$ cat config.mk
export PLATFORM = sky130hd
export DESIGN_NAME = occ_channel_regs
export DESIGN_NICKNAME = d
export VERILOG_FILES = /design/src/verilog/occ_pkg.sv /design/src/verilog/occ_delay_drv.sv /design/src/verilog/occ_channel_regs.sv
export VERILOG_INCLUDE_DIRS = /design/src /design/src/verilog
export SDC_FILE = /design/constraint.sdc
export NUM_CORES = 1
export LEC_CHECK = 0
export ABC_AREA = 1
export BUFFER_PORTS_ARGS = -buffer_cell sky130_fd_sc_hd__buf_2
export CORE_UTILIZATION = 61
export DETAILED_ROUTE_END_ITERATION = 8
export HOLD_SLACK_MARGIN = 0.06
export PLACE_DENSITY_LB_ADDON = 0.08
export SETUP_SLACK_MARGIN = 0.15
export SLEW_MARGIN = 20
export SYNTH_ARGS = -nofsm -noshare
export SYNTH_HDL_FRONTEND = slang
export SYNTH_SLANG_ARGS = --single-unit
$ cat constraint.sdc
create_clock -name CLK -period 4.1 [get_ports CLK]
set_input_delay 0.41 -clock CLK [delete_from_list [all_inputs] [get_ports CLK]]
set_output_delay 0.41 -clock CLK [all_outputs]
set_load 0.05 [all_outputs]
$ cat src/verilog/occ_regs.svh
// register offsets, field positions, reset values and delay figures of one output channel slice
// assumes byte-wide registers on the device configuration port, addressed by register number
`ifndef OCC_REGS_SVH
`define OCC_REGS_SVH

`define OCC_ADDR_PHASE_STRENGTH 8'h43
`define OCC_ADDR_DELAY_CTRL 8'h44
`define OCC_ADDR_DRIVER_SEL 8'h45
`define OCC_ADDR_TERM_MODE 8'h47
`define OCC_ADDR_NEXT_DIV_UPPER 8'h48
`define OCC_ADDR_DIV_LAST_BYTE 8'h42
`define OCC_ADDR_NEXT_DIV_LAST_BYTE 8'h4A

`define OCC_RESET_BYTE 8'h00

`define OCC_PHASE_MSB 7
`define OCC_PHASE_LSB 6
`define OCC_STRENGTH_MSB 2
`define OCC_COARSE_MSB 5
`define OCC_FINE_MSB 7
`define OCC_FINE_LSB 6
`define OCC_SUPPLY_MSB 4
`define OCC_SUPPLY_LSB 3
`define OCC_DRIVER_MSB 2
`define OCC_DIV_HI_MSB 7
`define OCC_DIV_HI_LSB 6
`define OCC_FINE_EXT_BIT 4
`define OCC_MODE_MSB 3
`define OCC_NEXT_DIV_MSB 3

`define OCC_COARSE_MAX 63
`define OCC_FINE_STEP_PS 30
`define OCC_FINE_EXT_MAX 3'h4

`endif

$ cat src/verilog/occ_pkg.sv
// types shared by the output channel slice: supply, driver standard and pin mode codes
// assumes occ_regs.svh supplies offsets and field positions
package occ_pkg;

    typedef enum logic [1:0] {
        OCC_VDD_1V8 = 2'h0,
        OCC_VDD_2V5 = 2'h1,
        OCC_VDD_3V3 = 2'h2
    } occ_supply_t;

    typedef enum logic [2:0] {
        OCC_DRV_LVDS = 3'h0,
        OCC_DRV_LVPECL_CM = 3'h1,
        OCC_DRV_CML = 3'h2,
        OCC_DRV_HCSL = 3'h3,
        OCC_DRV_LVDS_BOOST = 3'h4,
        OCC_DRV_LVPECL_NOCM = 3'h5
    } occ_driver_t;

    typedef enum logic [3:0] {
        OCC_MODE_DIFF_EXT = 4'h0,
        OCC_MODE_DIFF_PDN = 4'h1,
        OCC_MODE_DIFF_PUP = 4'h2,
        OCC_MODE_SE_POS = 4'h4,
        OCC_MODE_SE_NEG = 4'h8,
        OCC_MODE_SE_BOTH = 4'hC
    } occ_mode_t;

    typedef enum logic [1:0] {
        OCC_PH_STRAIGHT = 2'h0,
        OCC_PH_TRUE_BOTH = 2'h1,
        OCC_PH_COMP_BOTH = 2'h2,
        OCC_PH_SWAP = 2'h3
    } occ_phase_t;

endpackage

$ cat src/verilog/occ_delay_drv.sv
// coarse delay line and pin driver steering for one output channel
// assumes the channel clock arrives as a level sampled on CLK, one CLK period per delay step
`timescale 1ns/100ps
`include "occ_regs.svh"

module occ_delay_drv #(
    parameter int DEPTH = `OCC_COARSE_MAX + 1
) (
    // clock and reset
    input wire logic clk,
    input wire logic srst,
    // channel clock and settings
    input wire logic sig_in,
    input wire logic [5:0] coarse_code,
    input wire logic [1:0] phase_sel,
    input wire logic [3:0] mode,
    // pins
    output logic positive_pin,
    output logic negative_pin,
    output logic positive_oe_n,
    output logic negative_oe_n
);

    logic [DEPTH-1:0] line_reg;
    logic pos_reg;
    logic neg_reg;
    logic pos_oe_n_reg;
    logic neg_oe_n_reg;

    wire logic true_clock;
    wire logic complement_clock;
    wire logic positive_driver_source;
    wire logic negative_driver_source;
    wire logic single_ended;
    wire logic pos_next;
    wire logic neg_next;
    wire logic pos_oe_n_next;
    wire logic neg_oe_n_next;

    // one flop per step; the tap picks code periods on top of the fixed two-cycle path
    always_ff @(posedge clk) begin
        if (srst) begin
            line_reg[0] <= 1'b0;
        end else begin
            line_reg[0] <= sig_in;
        end
    end

    genvar gi;
    generate
        for (gi = 1; gi < DEPTH; gi++) begin : g_line
            always_ff @(posedge clk) begin
                if (srst) begin
                    line_reg[gi] <= 1'b0;
                end else begin
                    line_reg[gi] <= line_reg[gi-1];
                end
            end
        end
    endgenerate

    assign true_clock = line_reg[coarse_code];
    assign complement_clock = ~true_clock;

    // phase routing only matters for the single-ended drivers
    assign positive_driver_source = phase_sel[1] ? complement_clock : true_clock;
    assign negative_driver_source = (phase_sel == occ_pkg::OCC_PH_STRAIGHT) ? complement_clock :
                                    (phase_sel == occ_pkg::OCC_PH_TRUE_BOTH) ? true_clock :
                                    (phase_sel == occ_pkg::OCC_PH_COMP_BOTH) ? complement_clock :
                                    true_clock;

    assign single_ended = mode[3] | mode[2];
    assign pos_next = single_ended ? positive_driver_source : true_clock;
    assign neg_next = single_ended ? negative_driver_source : complement_clock;

    // unlisted patterns float both pins rather than guess a termination
    assign pos_oe_n_next = !((mode == occ_pkg::OCC_MODE_DIFF_EXT) ||
                             (mode == occ_pkg::OCC_MODE_DIFF_PUP) ||
                             (mode == occ_pkg::OCC_MODE_DIFF_PDN) ||
                             (mode == occ_pkg::OCC_MODE_SE_POS) ||
                             (mode == occ_pkg::OCC_MODE_SE_BOTH));
    assign neg_oe_n_next = !((mode == occ_pkg::OCC_MODE_DIFF_EXT) ||
                             (mode == occ_pkg::OCC_MODE_DIFF_PUP) ||
                             (mode == occ_pkg::OCC_MODE_DIFF_PDN) ||
                             (mode == occ_pkg::OCC_MODE_SE_NEG) ||
                             (mode == occ_pkg::OCC_MODE_SE_BOTH));

    always_ff @(posedge clk) begin
        if (srst) begin
            pos_reg <= 1'b0;
            neg_reg <= 1'b0;
            pos_oe_n_reg <= 1'b1;
            neg_oe_n_reg <= 1'b1;
        end else begin
            pos_reg <= pos_next;
            neg_reg <= neg_next;
            pos_oe_n_reg <= pos_oe_n_next;
            neg_oe_n_reg <= neg_oe_n_next;
        end
    end

    assign positive_pin = pos_reg;
    assign negative_pin = neg_reg;
    assign positive_oe_n = pos_oe_n_reg;
    assign negative_oe_n = neg_oe_n_reg;

    a_zero_skew_path: assert property (@(posedge clk) disable iff (srst)
        (coarse_code == 6'h00 && $past(coarse_code) == 6'h00 && !$past(srst))
        |-> (true_clock == $past(sig_in)))
        else $error("zero skew tap is not one cycle behind the input");

    a_phase_swap: assert property (@(posedge clk) disable iff (srst)
        (single_ended && phase_sel == occ_pkg::OCC_PH_SWAP)
        |=> (positive_pin == !$past(true_clock) && negative_pin == $past(true_clock)))
        else $error("swapped phase routing wrong");

    a_diff_pins: assert property (@(posedge clk) disable iff (srst)
        (mode == occ_pkg::OCC_MODE_DIFF_PUP) |=> (!positive_oe_n && !negative_oe_n &&
        positive_pin != negative_pin))
        else $error("differential mode not complementary on both pins");

    a_se_neg_only: assert property (@(posedge clk) disable iff (srst)
        (mode == occ_pkg::OCC_MODE_SE_NEG) |=> (positive_oe_n && !negative_oe_n))
        else $error("negative-only mode drives the wrong pin");

    c_se_both: cover property (@(posedge clk) disable iff (srst)
        mode == occ_pkg::OCC_MODE_SE_BOTH ##1 !positive_oe_n && !negative_oe_n);
    c_max_skew: cover property (@(posedge clk) disable iff (srst)
        coarse_code == 6'h3F && $rose(true_clock));

endmodule

$ cat src/verilog/occ_channel_regs.sv
// configuration registers of one clock output channel and the channel's pin driver
// assumes a byte-wide, single-cycle register port driven by the configuration port logic
//
// What this block does
// - phase code steers true, complement, both or swapped onto the single-ended pins
// - six-bit coarse code delays the output by that many oscillator periods
// - two-bit fine code adds zero to three thirty-picosecond steps
// - extended three-bit fine code gives zero to four thirty-picosecond steps
// - supply field bits four to three: 1.8, 2.5 or 3.3 volts
// - driver field selects LVDS, boosted LVDS, CML, HCSL or LVPECL variants
// - mode zero external termination; bit one pull-up, bit zero pull-down, differential
// - mode 0100 positive pin, 1000 negative pin, 1100 both pins single-ended
// - termination register bits seven to six carry divider bits thirty-three and thirty-two
// - register 48h bits three to zero carry next channel divider bits nineteen to sixteen
// - every field is read-write and resets to zero
`timescale 1ns/100ps
`include "occ_regs.svh"

module occ_channel_regs #(
    parameter int DELAY_DEPTH = `OCC_COARSE_MAX + 1
) (
    // clock and reset
    input wire logic CLK,
    input wire logic SRST,
    // register port
    input wire logic [7:0] REG_ADDR,
    input wire logic REG_WR,
    input wire logic [7:0] REG_WDATA,
    input wire logic REG_RD,
    output logic [7:0] REG_RDATA,
    // channel clock in and pins out
    input wire logic SIG_TRUE,
    output logic POSITIVE_PIN,
    output logic NEGATIVE_PIN,
    output logic POSITIVE_OE_N,
    output logic NEGATIVE_OE_N,
    // settings to the analog driver and divider
    output logic [5:0] OUTPUT_SKEW_COARSE,
    output logic [2:0] FINE_STEPS,
    output logic [1:0] OUTPUT_SUPPLY_SELECT,
    output logic SUPPLY_INVALID,
    output logic [2:0] DRIVER_STANDARD_SELECT,
    output logic DRIVER_INVALID,
    output logic [2:0] SE_STRENGTH,
    output logic [3:0] TERM_MODE,
    output logic [1:0] OUTPUT_DIVIDE_RATIO_HI,
    output logic [3:0] NEXT_DIVIDE_RATIO_HI
);

    logic [7:0] phase_strength_reg;
    logic [7:0] output_delay_control_reg;
    logic [7:0] output_driver_select_reg;
    logic [7:0] output_termination_mode_reg;
    logic [7:0] next_divider_upper_byte_reg;
    logic [7:0] rdata_reg;
    logic [2:0] fine_reg;
    logic supply_bad_reg;
    logic driver_bad_reg;
    logic [1:0] div_hi_reg;
    logic [3:0] next_div_hi_reg;

    function automatic logic hit(input logic [7:0] addr, input logic [7:0] target);
        hit = (addr == target);
    endfunction

    // the fine code saturates at four steps; codes five to seven ask for more than exists
    function automatic logic [2:0] fine_clamp(input logic [2:0] code);
        fine_clamp = (code > `OCC_FINE_EXT_MAX) ? `OCC_FINE_EXT_MAX : code;
    endfunction

    wire logic wr_phase = REG_WR && hit(REG_ADDR, `OCC_ADDR_PHASE_STRENGTH);
    wire logic wr_delay = REG_WR && hit(REG_ADDR, `OCC_ADDR_DELAY_CTRL);
    wire logic wr_driver = REG_WR && hit(REG_ADDR, `OCC_ADDR_DRIVER_SEL);
    wire logic wr_term = REG_WR && hit(REG_ADDR, `OCC_ADDR_TERM_MODE);
    wire logic wr_next = REG_WR && hit(REG_ADDR, `OCC_ADDR_NEXT_DIV_UPPER);
    wire logic wr_div_last = REG_WR && hit(REG_ADDR, `OCC_ADDR_DIV_LAST_BYTE);
    wire logic wr_next_last = REG_WR && hit(REG_ADDR, `OCC_ADDR_NEXT_DIV_LAST_BYTE);

    // reserved bits are never stored, so they read back as zero
    wire logic [7:0] phase_next = wr_phase ? (REG_WDATA & 8'hC7) : phase_strength_reg;
    wire logic [7:0] delay_next = wr_delay ? REG_WDATA : output_delay_control_reg;
    wire logic [7:0] driver_next = wr_driver ? (REG_WDATA & 8'h1F) :
                                   output_driver_select_reg;
    wire logic [7:0] term_next = wr_term ? (REG_WDATA & 8'hDF) :
                                 output_termination_mode_reg;
    wire logic [7:0] nextdiv_next = wr_next ? (REG_WDATA & 8'h0F) :
                                    next_divider_upper_byte_reg;

    wire logic [2:0] fine_next = fine_clamp({term_next[`OCC_FINE_EXT_BIT],
                                 delay_next[`OCC_FINE_MSB:`OCC_FINE_LSB]});
    wire logic [1:0] supply_field = driver_next[`OCC_SUPPLY_MSB:`OCC_SUPPLY_LSB];
    wire logic [2:0] driver_field = driver_next[`OCC_DRIVER_MSB:0];
    wire logic supply_bad_next = (supply_field != occ_pkg::OCC_VDD_1V8) &&
                                 (supply_field != occ_pkg::OCC_VDD_2V5) &&
                                 (supply_field != occ_pkg::OCC_VDD_3V3);
    wire logic driver_bad_next = driver_field[2] && driver_field[1];

    // a staged upper divider part reaches the divider only with its last byte
    wire logic [1:0] div_hi_next = wr_div_last ?
                                   output_termination_mode_reg[`OCC_DIV_HI_MSB:`OCC_DIV_HI_LSB] :
                                   div_hi_reg;
    wire logic [3:0] next_div_hi_next = wr_next_last ?
                                        next_divider_upper_byte_reg[`OCC_NEXT_DIV_MSB:0] :
                                        next_div_hi_reg;

    wire logic [7:0] rd_mux = hit(REG_ADDR, `OCC_ADDR_PHASE_STRENGTH) ? phase_strength_reg :
                              hit(REG_ADDR, `OCC_ADDR_DELAY_CTRL) ? output_delay_control_reg :
                              hit(REG_ADDR, `OCC_ADDR_DRIVER_SEL) ? output_driver_select_reg :
                              hit(REG_ADDR, `OCC_ADDR_TERM_MODE) ? output_termination_mode_reg :
                              hit(REG_ADDR, `OCC_ADDR_NEXT_DIV_UPPER) ?
                              next_divider_upper_byte_reg : `OCC_RESET_BYTE;
    wire logic [7:0] rdata_next = REG_RD ? rd_mux : rdata_reg;

    always_ff @(posedge CLK) begin
        if (SRST) begin
            phase_strength_reg <= `OCC_RESET_BYTE;
            output_delay_control_reg <= `OCC_RESET_BYTE;
            output_driver_select_reg <= `OCC_RESET_BYTE;
            output_termination_mode_reg <= `OCC_RESET_BYTE;
            next_divider_upper_byte_reg <= `OCC_RESET_BYTE;
            rdata_reg <= `OCC_RESET_BYTE;
            fine_reg <= 3'h0;
            supply_bad_reg <= 1'b0;
            driver_bad_reg <= 1'b0;
            div_hi_reg <= 2'h0;
            next_div_hi_reg <= 4'h0;
        end else begin
            phase_strength_reg <= phase_next;
            output_delay_control_reg <= delay_next;
            output_driver_select_reg <= driver_next;
            output_termination_mode_reg <= term_next;
            next_divider_upper_byte_reg <= nextdiv_next;
            rdata_reg <= rdata_next;
            fine_reg <= fine_next;
            supply_bad_reg <= supply_bad_next;
            driver_bad_reg <= driver_bad_next;
            div_hi_reg <= div_hi_next;
            next_div_hi_reg <= next_div_hi_next;
        end
    end

    assign REG_RDATA = rdata_reg;
    assign OUTPUT_SKEW_COARSE = output_delay_control_reg[`OCC_COARSE_MSB:0];
    assign FINE_STEPS = fine_reg;
    assign OUTPUT_SUPPLY_SELECT = output_driver_select_reg[`OCC_SUPPLY_MSB:`OCC_SUPPLY_LSB];
    assign SUPPLY_INVALID = supply_bad_reg;
    assign DRIVER_STANDARD_SELECT = output_driver_select_reg[`OCC_DRIVER_MSB:0];
    assign DRIVER_INVALID = driver_bad_reg;
    // strength passes through as written; seven is the setting software is expected to use
    assign SE_STRENGTH = phase_strength_reg[`OCC_STRENGTH_MSB:0];
    assign TERM_MODE = output_termination_mode_reg[`OCC_MODE_MSB:0];
    assign OUTPUT_DIVIDE_RATIO_HI = div_hi_reg;
    assign NEXT_DIVIDE_RATIO_HI = next_div_hi_reg;

    occ_delay_drv #(
        .DEPTH(DELAY_DEPTH)
    ) u_drv (
        .clk(CLK),
        .srst(SRST),
        .sig_in(SIG_TRUE),
        .coarse_code(output_delay_control_reg[`OCC_COARSE_MSB:0]),
        .phase_sel(phase_strength_reg[`OCC_PHASE_MSB:`OCC_PHASE_LSB]),
        .mode(output_termination_mode_reg[`OCC_MODE_MSB:0]),
        .positive_pin(POSITIVE_PIN),
        .negative_pin(NEGATIVE_PIN),
        .positive_oe_n(POSITIVE_OE_N),
        .negative_oe_n(NEGATIVE_OE_N)
    );

    a_reset_zero: assert property (@(posedge CLK)
        SRST |=> (OUTPUT_SKEW_COARSE == 6'h00 && TERM_MODE == 4'h0 && FINE_STEPS == 3'h0))
        else $error("fields not zero after reset");

    a_coarse_write: assert property (@(posedge CLK) disable iff (SRST)
        wr_delay |=> OUTPUT_SKEW_COARSE == $past(REG_WDATA[5:0]))
        else $error("coarse skew not taken from write");

    a_fine_limit: assert property (@(posedge CLK) disable iff (SRST)
        (wr_delay && REG_WDATA[7:6] == 2'h3 && output_termination_mode_reg[4])
        |=> FINE_STEPS == 3'h4)
        else $error("extended fine code not clamped to four");

    a_readback: assert property (@(posedge CLK) disable iff (SRST)
        wr_next ##1 (REG_RD && REG_ADDR == 8'h48) |=> REG_RDATA == {4'h0, $past(REG_WDATA[3:0], 2)})
        else $error("register 48h read back wrong");

    a_div_hold: assert property (@(posedge CLK) disable iff (SRST)
        (!$past(wr_div_last) && !$past(SRST)) |-> $stable(OUTPUT_DIVIDE_RATIO_HI))
        else $error("divider upper bits moved without last byte write");

    // a reset edge may clear the applied bits, so the cycle after reset is left out
    a_next_hold: assert property (@(posedge CLK) disable iff (SRST)
        (!$past(wr_next_last) && !$past(SRST)) |-> $stable(NEXT_DIVIDE_RATIO_HI))
        else $error("next channel divider bits moved without last byte write");

    a_rdata_hold: assert property (@(posedge CLK) disable iff (SRST)
        (!$past(REG_RD) && !$past(SRST)) |-> $stable(REG_RDATA))
        else $error("read data changed without a read");

    a_fine_short: assert property (@(posedge CLK) disable iff (SRST)
        (wr_delay && !output_termination_mode_reg[`OCC_FINE_EXT_BIT]) |=>
        FINE_STEPS == {1'b0, $past(REG_WDATA[7:6])})
        else $error("two-bit fine code not passed through");

    a_next_apply: assert property (@(posedge CLK) disable iff (SRST)
        wr_next_last |=> NEXT_DIVIDE_RATIO_HI == $past(next_divider_upper_byte_reg[3:0]))
        else $error("next channel divider bits not applied");

    a_driver_flag: assert property (@(posedge CLK) disable iff (SRST)
        wr_driver |=> DRIVER_INVALID == ($past(REG_WDATA[2:1]) == 2'h3))
        else $error("driver code validity wrong");

    a_supply_flag: assert property (@(posedge CLK) disable iff (SRST)
        wr_driver |=> SUPPLY_INVALID == ($past(REG_WDATA[4:3]) == 2'h3))
        else $error("supply code validity wrong");

    c_div_apply: cover property (@(posedge CLK) disable iff (SRST)
        wr_term ##[1:4] wr_div_last ##1 OUTPUT_DIVIDE_RATIO_HI != 2'h0);
    c_fine_ext: cover property (@(posedge CLK) disable iff (SRST) FINE_STEPS == 3'h4);
    c_strength7: cover property (@(posedge CLK) disable iff (SRST) SE_STRENGTH == 3'h7);

endmodule

==> results.sh, run 1 <==
export IMPL_drv_cap=0
export IMPL_yosys_top_cells_area="dfxtp_1, nand2_1, inv_1"
export IMPL_arrival_ns=2.57
export IMPL_pwr_share_seq=0.434
export IMPL_grt_ovfl_total=0
export IMPL_synth_top_family_by_area="simple AND/OR/NAND/NOR gates"
export IMPL_synth_distinct_cells=34
export IMPL_gp_congestion=0.865
export IMPL_power_internal_mw=2.03
export IMPL_start_util=0.642
export IMPL_synth_net_count=655
export IMPL_wl_per_cell_um=14.2
export IMPL_crit_slowest_cell="dfxtp_1"
export IMPL_numPortBuffers=61
export IMPL_fp_dieW_um=90.1
export IMPL_pin_count=62
export IMPL_min_period_ns=2.17
export IMPL_synthXorXnorAreaFrac=0
export IMPL_slowest_delay_ns=0.78
export IMPL_tns_ns=0
export IMPL_synth_edf_count=0
export IMPL_via_per_inst=5.18
export IMPL_max_freq_mhz=461
export IMPL_die_h_um=90.1
export IMPL_yosys_area_share_simple=0.258
export IMPL_cts_hold_buf=0
export IMPL_rsz0062_at_grt="no"
export IMPL_p_sw_mw=0.570
export IMPL_yosysSeqAreaShare=0.487
export IMPL_avgSynthCellArea_um2=7.46
export IMPL_dpl_hpwl_mm=7.30
export IMPL_cp_start_kind="flop"
export IMPL_nets=696
export IMPL_routed_wl_mm=11.2
export IMPL_drtAntennaViolNets=0
export IMPL_synth_top_area_share=0.487
export IMPL_hold_viol=0
export IMPL_worst_slew_pin_slew_ns=0.830
export IMPL_synth_main_ff_cell="dfxtp_1"
export IMPL_clk_pin_slew_worst_paths_ns=0.06
export IMPL_antenna_found_initial=0
export IMPL_ys_seq_elements=115
export IMPL_final_util=0.739
export IMPL_core_area_um2=7370
export IMPL_async_flop_share=0
export IMPL_switching_share=0.219
export IMPL_cp_max_fo=33
export IMPL_synthCells=634
export IMPL_yosysTopAreaCell="dfxtp_1"
export IMPL_hold_class="primary input to flop"
export IMPL_h_tree_depth=4
export IMPL_clockRootBuffer="clkbuf_8"
export IMPL_slew_headroom=0.447
export IMPL_syn_area_um2=4730
export IMPL_synthAdderAreaFrac=0
export IMPL_diodes=0
export IMPL_drt_initial_drc_count=340
export IMPL_ys_warn_count=0
export IMPL_ir_drop_v=0.000295
export IMPL_post_cts_resized=0
export IMPL_leakagePower_nw=2.29
export IMPL_end_kind="flop"
export IMPL_drtPass1Iterations=6
export IMPL_crit_required_ns=4.50
export IMPL_syn2layout_area_growth_pct=15.1
export IMPL_cts_buffer_depth=2
export IMPL_numCtsBuffers=17
export IMPL_grt_max_degree=83
export IMPL_drive_gt1_frac=0.166
export IMPL_synth_area_mux_share=0.00847
export IMPL_holdWs_ns=0.0996
export IMPL_worst_clock_skew_ns=0.00495
export IMPL_clock_sinks=115
export IMPL_p_per_area_nw_per_um2=477
export IMPL_rows=31
export IMPL_grt_pass1_vias=3893
export IMPL_cts_tree="done"
export IMPL_critPathKind="flop to flop"
export IMPL_slew_viol_final=0
export IMPL_num_vias=4065
export IMPL_clock_latency_ns=0.51
export IMPL_largest_register_ffs=64
export IMPL_crit_chain="buf_4, inv_8, nand2_1, nand3_1, nand3_1, nand2_1, nand2_1, nand3_1, nand3_2, nand3_1, nand2_1, nor2_1"
export IMPL_status="completed"
export IMPL_clkPwrFrac=0.534
export IMPL_drc_errors=0
export IMPL_period_share=0.529
export IMPL_synth_compound_area_frac=0.0987
export IMPL_setup_violations_final=0
export IMPL_die_area_um2=8110
export IMPL_post_cts_buffers=0
export IMPL_grtUsageTotal=0.290
export IMPL_grt_pass1_wl_mm=18.5
export IMPL_comb_power_share=0.032
export IMPL_fin_total_pwr_mw=2.60
-- metrics by stage --
step           area, um^2  cells  setup WS, ns
2_1_floorplan        4730    634          2.64
3_3_place_gp         4890    755          2.04
3_5_place_dp         4890    755          1.98
4_1_cts              5440    785          1.97
5_1_grt              5440    785          1.65
6_report             5440    785          1.93
-- layout make-up --
| cell class | count | area [um^2] |
|---|---|---|
| sequential | 115 | 2300 |
| clock inverter | 10 | 110 |
| timing repair buffer | 63 | 320 |
| tap | 99 | 124 |
| clock buffer | 20 | 445 |
| multi-input combinational | 370 | 1730 |
| inverter | 108 | 414 |
| fill | 602 | 1930 |
-- logic make-up after synthesis --
logic type | count (synthesis)
simple gates | 283
compound gates | 83
flops | 115
mux | 4
buf+inv | 149
-- critical path, delay by kind of cell, from the launching register on --
| family | cells | cell delay [ns] |
|---|---|---|
| buf+inv | 2 | 0.45 |
| flops | 1 | 0.78 |
| simple gates | 10 | 0.82 |
-- synthesized netlist by cell type, types with 2 or more instances --
| master | count |
|---|---|
| a211oi_2 | 4 |
| a21oi_1 | 36 |
| buf_2 | 4 |
| buf_4 | 17 |
| buf_6 | 7 |
| clkbuf_1 | 11 |
| dfxtp_1 | 115 |
| inv_1 | 102 |
| inv_2 | 3 |
| mux2i_1 | 4 |
| nand2_1 | 108 |
| nand2_2 | 4 |
| nand3_1 | 57 |
| nand3_2 | 2 |
| nand4_1 | 2 |
| nor2_1 | 93 |
| nor2_2 | 2 |
| nor3_1 | 9 |
| nor3_2 | 2 |
| o211ai_1 | 2 |
| o21ai_0 | 34 |
| o221ai_1 | 2 |
| o22ai_1 | 3 |
-- final timing paths --
| check | from | end | slack (ns) | cells past startpoint |
|---|---|---|---|---|
| setup / recovery | output_delay_control_reg[0] | u_drv.positive_pin | 1.93 | 12 |
| setup reg to reg | output_delay_control_reg[0] | u_drv.positive_pin | 1.93 | 12 |
| hold reg to reg | u_drv.line_reg[41] | u_drv.line_reg[42] | 0.42 | 2 |
| hold / removal | SIG_TRUE | u_drv.line_reg[0] | 0.1 | 3 |
-- metal layers --
layer	track usage	vias up	share of wire
li1	-	2035	-
met1	0.394	1870	0.47
met2	0.448	144	0.45
met3	0.0795	16	0.066
met4	0.0941	0	0.016
met5	0	-	0
-- power groups by stage --
stage,combinational [mW],clock (mW),sequential (mW)
global route,0.0900,1.44,1.13
global placement,0.0794,0,1.15
floorplan,0.0414,0,1.16
CTS,0.0810,1.39,1.13
finish,0.0824,1.39,1.13
detailed placement,0.0802,0,1.15
-- placed cells by master (no fill, tap or decap), drive strengths merged, types with 4 or more instances in the layout --
cell and instances:
mux2i 4, nor3 11, buf 63, nor2 96, clkbuf 20, a211oi 4
o21ai 35, inv 106, nand2 112, nand3 59, dfxtp 115, clkinv 9
a21oi 36
(Power assumes the default switching activity.)
==> run 2: changes to the inputs <==
Settings changed: ABC_AREA 1 to 0, CORE_UTILIZATION 61 to 51.
Clock period 4.1 ns to 1.85 ns, I/O delays scaled along.
==> run 2 against run 1 <==
Against the previous run:
- the flow now finishes with violations (negative setup slack)
- critical path depth is 4 lower
- clock skew is 0.0031 ns higher
- design area is 10% higher
- non-clock buffer count is 61 higher
- sequential cell count stayed put
- clock power is 130% higher
- sequential share of layout area is 3.9 points lower
- count of clock-buffer cells in the layout is 2 lower
- worst setup slack worse by 2.3 ns
- largest cell class unchanged
==> results.sh, run 2 <==
export IMPL_power_internal_mw=4.54
export IMPL_tns_ns=-0.778
export IMPL_clockRootBuffer="clkbuf_8"
export IMPL_syn_area_um2=4570
export IMPL_largest_register_ffs=64
export IMPL_dpl_hpwl_mm=7.24
export IMPL_ir_drop_v=0.000717
export IMPL_fin_total_pwr_mw=5.92
export IMPL_critPathLaunch="output_delay_control_reg[0]"
export IMPL_min_period_ns=2.24
export IMPL_drtAntennaViolNets=0
export IMPL_setup_slack_ns=-0.393
export IMPL_crit_required_ns=2.25
export IMPL_mostFrequentLayoutCells="dfxtp_1, nor2b_1, buf_2"
export IMPL_synth_top_area_share=0.504
export IMPL_arrival_ns=2.65
export IMPL_worst_slew_pin_slew_ns=0.479
export IMPL_clkPwrFrac=0.537
export IMPL_grt_pass1_wl_mm=18.3
export IMPL_die_area_um2=9340
export IMPL_numPortBuffers=61
export IMPL_async_flop_share=0
export IMPL_syn2layout_area_growth_pct=31.3
export IMPL_r2r_slack_ns=-0.39
export IMPL_antenna_found_initial=0
export IMPL_drive_gt1_frac=0.322
export IMPL_period_share=1.21
export IMPL_ys_warn_count=0
export IMPL_die_h_um=96.7
export IMPL_crit_end="u_drv.positive_pin"
export IMPL_wl_per_cell_um=16.3
export IMPL_core_area_um2=8680
export IMPL_cp_start_kind="flop"
export IMPL_status="complete, but fails checks"
export IMPL_cts_buffer_depth=2
export IMPL_violations="negative setup slack"
export IMPL_grt_pass1_vias=3670
export IMPL_yosysSeqAreaShare=0.504
export IMPL_hold_class="primary input to flop"
export IMPL_routed_wl_mm=10.9
export IMPL_setup_violations_final=2
export IMPL_via_per_inst=5.42
export IMPL_rr_startpoint="output_delay_control_reg[0]"
export IMPL_ff2ff_path_depth=8
export IMPL_synth_edf_count=0
export IMPL_num_vias=3650
export IMPL_diodes=0
export IMPL_numCtsBuffers=17
export IMPL_synth_distinct_cells=46
export IMPL_leakagePower_nw=2.42
export IMPL_p_per_area_nw_per_um2=986
export IMPL_clock_sinks=115
export IMPL_synthCells=453
export IMPL_critPathKind="flop to flop"
export IMPL_switching_share=0.233
export IMPL_slew_viol_final=0
export IMPL_hold_viol=0
export IMPL_worst_clock_skew_ns=0.00809
export IMPL_comb_power_share=0.041
export IMPL_final_util=0.691
export IMPL_clock_latency_ns=0.52
export IMPL_yosys_top_cells_area="dfxtp_1, nor2b_1, mux2i_1"
export IMPL_avgSynthCellArea_um2=10.1
export IMPL_grt_max_degree=48
export IMPL_max_freq_mhz=446
export IMPL_grtUsageTotal=0.245
export IMPL_yosysTopAreaCell="dfxtp_1"
export IMPL_pwr_share_seq=0.422
export IMPL_drtPass1Iterations=5
export IMPL_synth_main_ff_cell="dfxtp_1"
export IMPL_layout_commonest_cell="dfxtp_1"
export IMPL_fill_cells=686
export IMPL_end_kind="flop"
export IMPL_fp_dieW_um=96.7
export IMPL_timing_rr_end="u_drv.positive_pin"
export IMPL_rsz0062_at_grt="yes"
export IMPL_nets=573
export IMPL_synth_net_count=474
export IMPL_slew_headroom=0.681
export IMPL_h_tree_depth=4
export IMPL_rows=34
export IMPL_drc_errors=0
export IMPL_pin_count=62
export IMPL_grt_ovfl_total=0
export IMPL_clk_pin_slew_worst_paths_ns=0.06
export IMPL_synth_most_common_cell="dfxtp_1"
export IMPL_p_sw_mw=1.38
export IMPL_synth_common_cells="dfxtp_1, nor2b_1, mux2i_1"
export IMPL_ys_seq_elements=115
export IMPL_cts_tree="done"
export IMPL_drv_cap=0
export IMPL_start_util=0.527
export IMPL_drt_initial_drc_count=186
export IMPL_cp_max_fo=7
export IMPL_gp_congestion=0.841
-- run 2: logic make-up after synthesis --
kind of cell	after synthesis	share of synthesized area
AO/OA/AOI/OAI	56	0.0857
buffers and inverters	48	0.0583
flip-flops	115	0.504
multiplexers	52	0.136
AND/OR/NAND/NOR	182	0.216
-- run 2: critical path, cell delays in order (launching register included) --
cell	delay [ns]
dfxtp_4	0.37
buf_8	0.15
mux2i_1	0.12
mux4_2	0.47
and4_4	0.17
nor4_4	0.26
o211ai_1	0.12
buf_4	0.17
mux2_4	0.30
-- run 2: final cells by class --
type / instances / area [um^2] / share of cell area
Sequential cell: 115 / 2310 / 0.384
Inverter: 4 / 15.0 / 0.00250
Multi-Input combinational cell: 290 / 2110 / 0.352
Clock inverter: 14 / 154 / 0.0256
Tap cell: 108 / 135 / 0.0225
Timing Repair Buffer: 124 / 852 / 0.142
Clock buffer: 18 / 428 / 0.0713
-- run 2: layer usage --
metal	GRT usage	share of wire	vias up
met5	0	0	-
met4	0.0941	0.0099	0
met3	0.0564	0.057	15
met2	0.373	0.47	116
met1	0.338	0.47	1754
li1	-	-	1765
-- run 2: worst min-delay path by stage --
| stage | from | end | slack (ns) | cells past startpoint |
|---|---|---|---|---|
| 4_1_cts | SRST | output_delay_control_reg[7] | 0.1 | 2 |
| 6_report | SRST | u_drv.line_reg[63] | 0.11 | 2 |
| 5_1_grt | SRST | output_delay_control_reg[6] | 0.12 | 2 |
| 2_1_floorplan | SIG_TRUE | u_drv.line_reg[0] | 0.31 | 1 |
| 3_5_place_dp | SIG_TRUE | u_drv.line_reg[0] | 0.42 | 2 |
| 3_3_place_gp | SIG_TRUE | u_drv.line_reg[0] | 0.40 | 2 |
-- run 2: per-stage QoR --
step           hold WS, ns  area, um^2  setup slack, ns  std cells
4_1_cts             0.0985        5930           -0.387        670
3_5_place_dp         0.420        5190           -0.423        624
3_3_place_gp         0.398        5190           -0.364        624
6_report             0.110        6000           -0.393        673
5_1_grt              0.121        6000           -0.462        673
2_1_floorplan        0.313        4640           -0.240        453
-- run 2: timing repair --
item / CTS / global route
gates cloned: 0 / 1
buffers inserted: 2 / 3
hold endpoints to repair: 34 / 0
resized for setup: 7 / 8
endpoints found under the setup margin: 2 / 5
pin swaps: 4 / 2
hold buffers: 12 / 0
-- run 2: power groups by stage --
stage | Clock [mW] | Sequential (mW) | Combinational [mW]
after floorplan | 0 | 2.59 | 0.102
after global placement | 0 | 2.55 | 0.215
after detailed placement | 0 | 2.55 | 0.219
after CTS | 3.22 | 2.50 | 0.242
after global routing | 3.33 | 2.50 | 0.262
final | 3.18 | 2.50 | 0.246
==> run 3: changes to the inputs <==
Settings changed: SETUP_SLACK_MARGIN 0.15 to default, SKIP_CTS_REPAIR_TIMING from default to 1.
==> run 3 against run 2 <==
Against the previous run:
- critical path type unchanged
- global-route usage decreased by 1.2 points
- worst setup slack improved by 0.056 ns
- largest cell class unchanged
- clock power increased by 1%
- via count decreased by 2.8%
- the flow still finishes with violations (negative setup slack)
- register-to-register slack improved by 0.06 ns
- critical endpoint unchanged
==> results.sh, run 3 (same netlist as run 2, synthesis figures left out) <==
export IMPL_status="complete, but fails checks"
export IMPL_violations="negative setup slack"
export IMPL_worst_clock_skew_ns=0.00454
export IMPL_h_tree_depth=4
export IMPL_clkPwrFrac=0.541
export IMPL_wl_per_cell_um=15.7
export IMPL_cts_tree="done"
export IMPL_via_per_inst=5.33
export IMPL_clk_pin_slew_worst_paths_ns=0.06
export IMPL_mostFrequentLayoutCells="dfxtp_1, nor2b_1, buf_2"
export IMPL_period_share=1.18
export IMPL_core_area_um2=8680
export IMPL_numCtsBuffers=17
export IMPL_power_internal_mw=4.72
export IMPL_gp_congestion=0.843
export IMPL_cp_start_kind="flop"
export IMPL_start_util=0.527
export IMPL_slew_headroom=0.705
export IMPL_rows=34
export IMPL_gr_usage_met1=0.329
export IMPL_comb_power_share=0.039
export IMPL_clock_latency_ns=0.51
export IMPL_use_met3=0.0578
export IMPL_min_period_ns=2.19
export IMPL_clock_sinks=115
export IMPL_ir_drop_v=0.000594
export IMPL_switching_share=0.208
export IMPL_grt_ovfl_total=0
export IMPL_grt_pass1_vias=3434
export IMPL_grt_max_degree=57
export IMPL_regArea_um2=2310
export IMPL_largest_register_ffs=64
export IMPL_routed_wl_mm=10.4
export IMPL_hold_class="primary input to flop"
export IMPL_critPathKind="flop to flop"
export IMPL_num_vias=3547
export IMPL_clockRootBuffer="clkbuf_8"
export IMPL_slew_viol_final=0
export IMPL_cp_max_fo=14
export IMPL_crit_required_ns=2.24
export IMPL_die_h_um=96.7
export IMPL_antenna_found_initial=0
export IMPL_pin_count=62
export IMPL_busiest_layer="met2"
export IMPL_arrival_ns=2.58
export IMPL_drtAntennaViolNets=0
export IMPL_layout_commonest_cell="dfxtp_1"
export IMPL_dpl_hpwl_mm=7.14
export IMPL_multi_input_area_um2=2030
export IMPL_max_freq_mhz=457
export IMPL_drt_initial_drc_count=236
export IMPL_rsz0062_at_grt="yes"
export IMPL_grt_pass1_wl_mm=17.2
export IMPL_dp_cells=618
export IMPL_setup_violations_final=2
export IMPL_drc_errors=0
export IMPL_diodes=0
export IMPL_pwr_share_seq=0.420
export IMPL_setup_slack_ns=-0.338
export IMPL_p_sw_mw=1.24
export IMPL_hold_viol=0
export IMPL_drv_cap=0
export IMPL_cts_buffer_depth=2
export IMPL_fp_dieW_um=96.7
export IMPL_grtUsageTotal=0.233
export IMPL_die_area_um2=9340
export IMPL_drtPass1Iterations=6
export IMPL_nets=565
export IMPL_end_kind="flop"
export IMPL_leakagePower_nw=2.36
export IMPL_numPortBuffers=61
export IMPL_drive_gt1_frac=0.294
export IMPL_grt_use_met2=0.344
export IMPL_worst_slew_pin_slew_ns=0.443
export IMPL_fin_total_pwr_mw=5.95
export IMPL_instances_no_fill=665
export IMPL_p_per_area_nw_per_um2=1020
export IMPL_fill_cells=688
export IMPL_final_util=0.675
export IMPL_syn2layout_area_growth_pct=28.3
[run 3: stage by stage]
step | setup slack, ns | hold slack (ns) | area, um^2 | TNS [ns]
5_1_grt | -0.440 | 0.108 | 5860 | -0.877
4_1_cts | -0.442 | -0.113 | 5700 | -0.883
6_report | -0.338 | 0.109 | 5860 | -0.674
3_3_place_gp | -0.393 | 0.391 | 5110 | -2.39
2_1_floorplan | -0.240 | 0.313 | 4600 | -0.480
3_5_place_dp | -0.421 | 0.418 | 5110 | -3.30
[run 3: power groups by stage]
stage,Clock (mW),Sequential [mW],Combinational (mW)
final,3.22,2.50,0.234
after global routing,3.39,2.50,0.251
after CTS,3.26,2.50,0.217
after detailed placement,0,2.55,0.216
after global placement,0,2.55,0.214
after floorplan,0,2.59,0.0976
[run 3: final cells by class]
type,count,share of cell area
sequential,115,0.393
multi-input combinational,290,0.346
timing repair buffer,116,0.133
clock buffer,22,0.0790
tap,108,0.0231
clock inverter,10,0.0222
inverter,4,0.00256
[run 3: routing by layer]
layer	vias up	share of wire
met1	1710	0.49
met5	-	0
met3	10	0.046
met4	0	0.012
met2	90	0.45
li1	1737	-
[run 3: final timing paths]
check | slack, ns | cells past startpoint | start | to
max reg2reg | -0.34 | 9 | output_delay_control_reg[0] | u_drv.positive_pin
min reg2reg | 0.46 | 1 | u_drv.line_reg[22] | u_drv.line_reg[23]
max | -0.34 | 9 | output_delay_control_reg[0] | u_drv.positive_pin
min | 0.11 | 2 | SRST | output_delay_control_reg[7]
[run 3: critical path, stage by stage, from the launching register on]
cell and delay (ns):
dfxtp_4 0.39, buf_12 0.16, buf_12 0.13, mux2i_1 0.12
a22o_1 0.24, o311a_1 0.30, a22oi_1 0.16, o211ai_1 0.11
buf_4 0.16, mux2_1 0.30
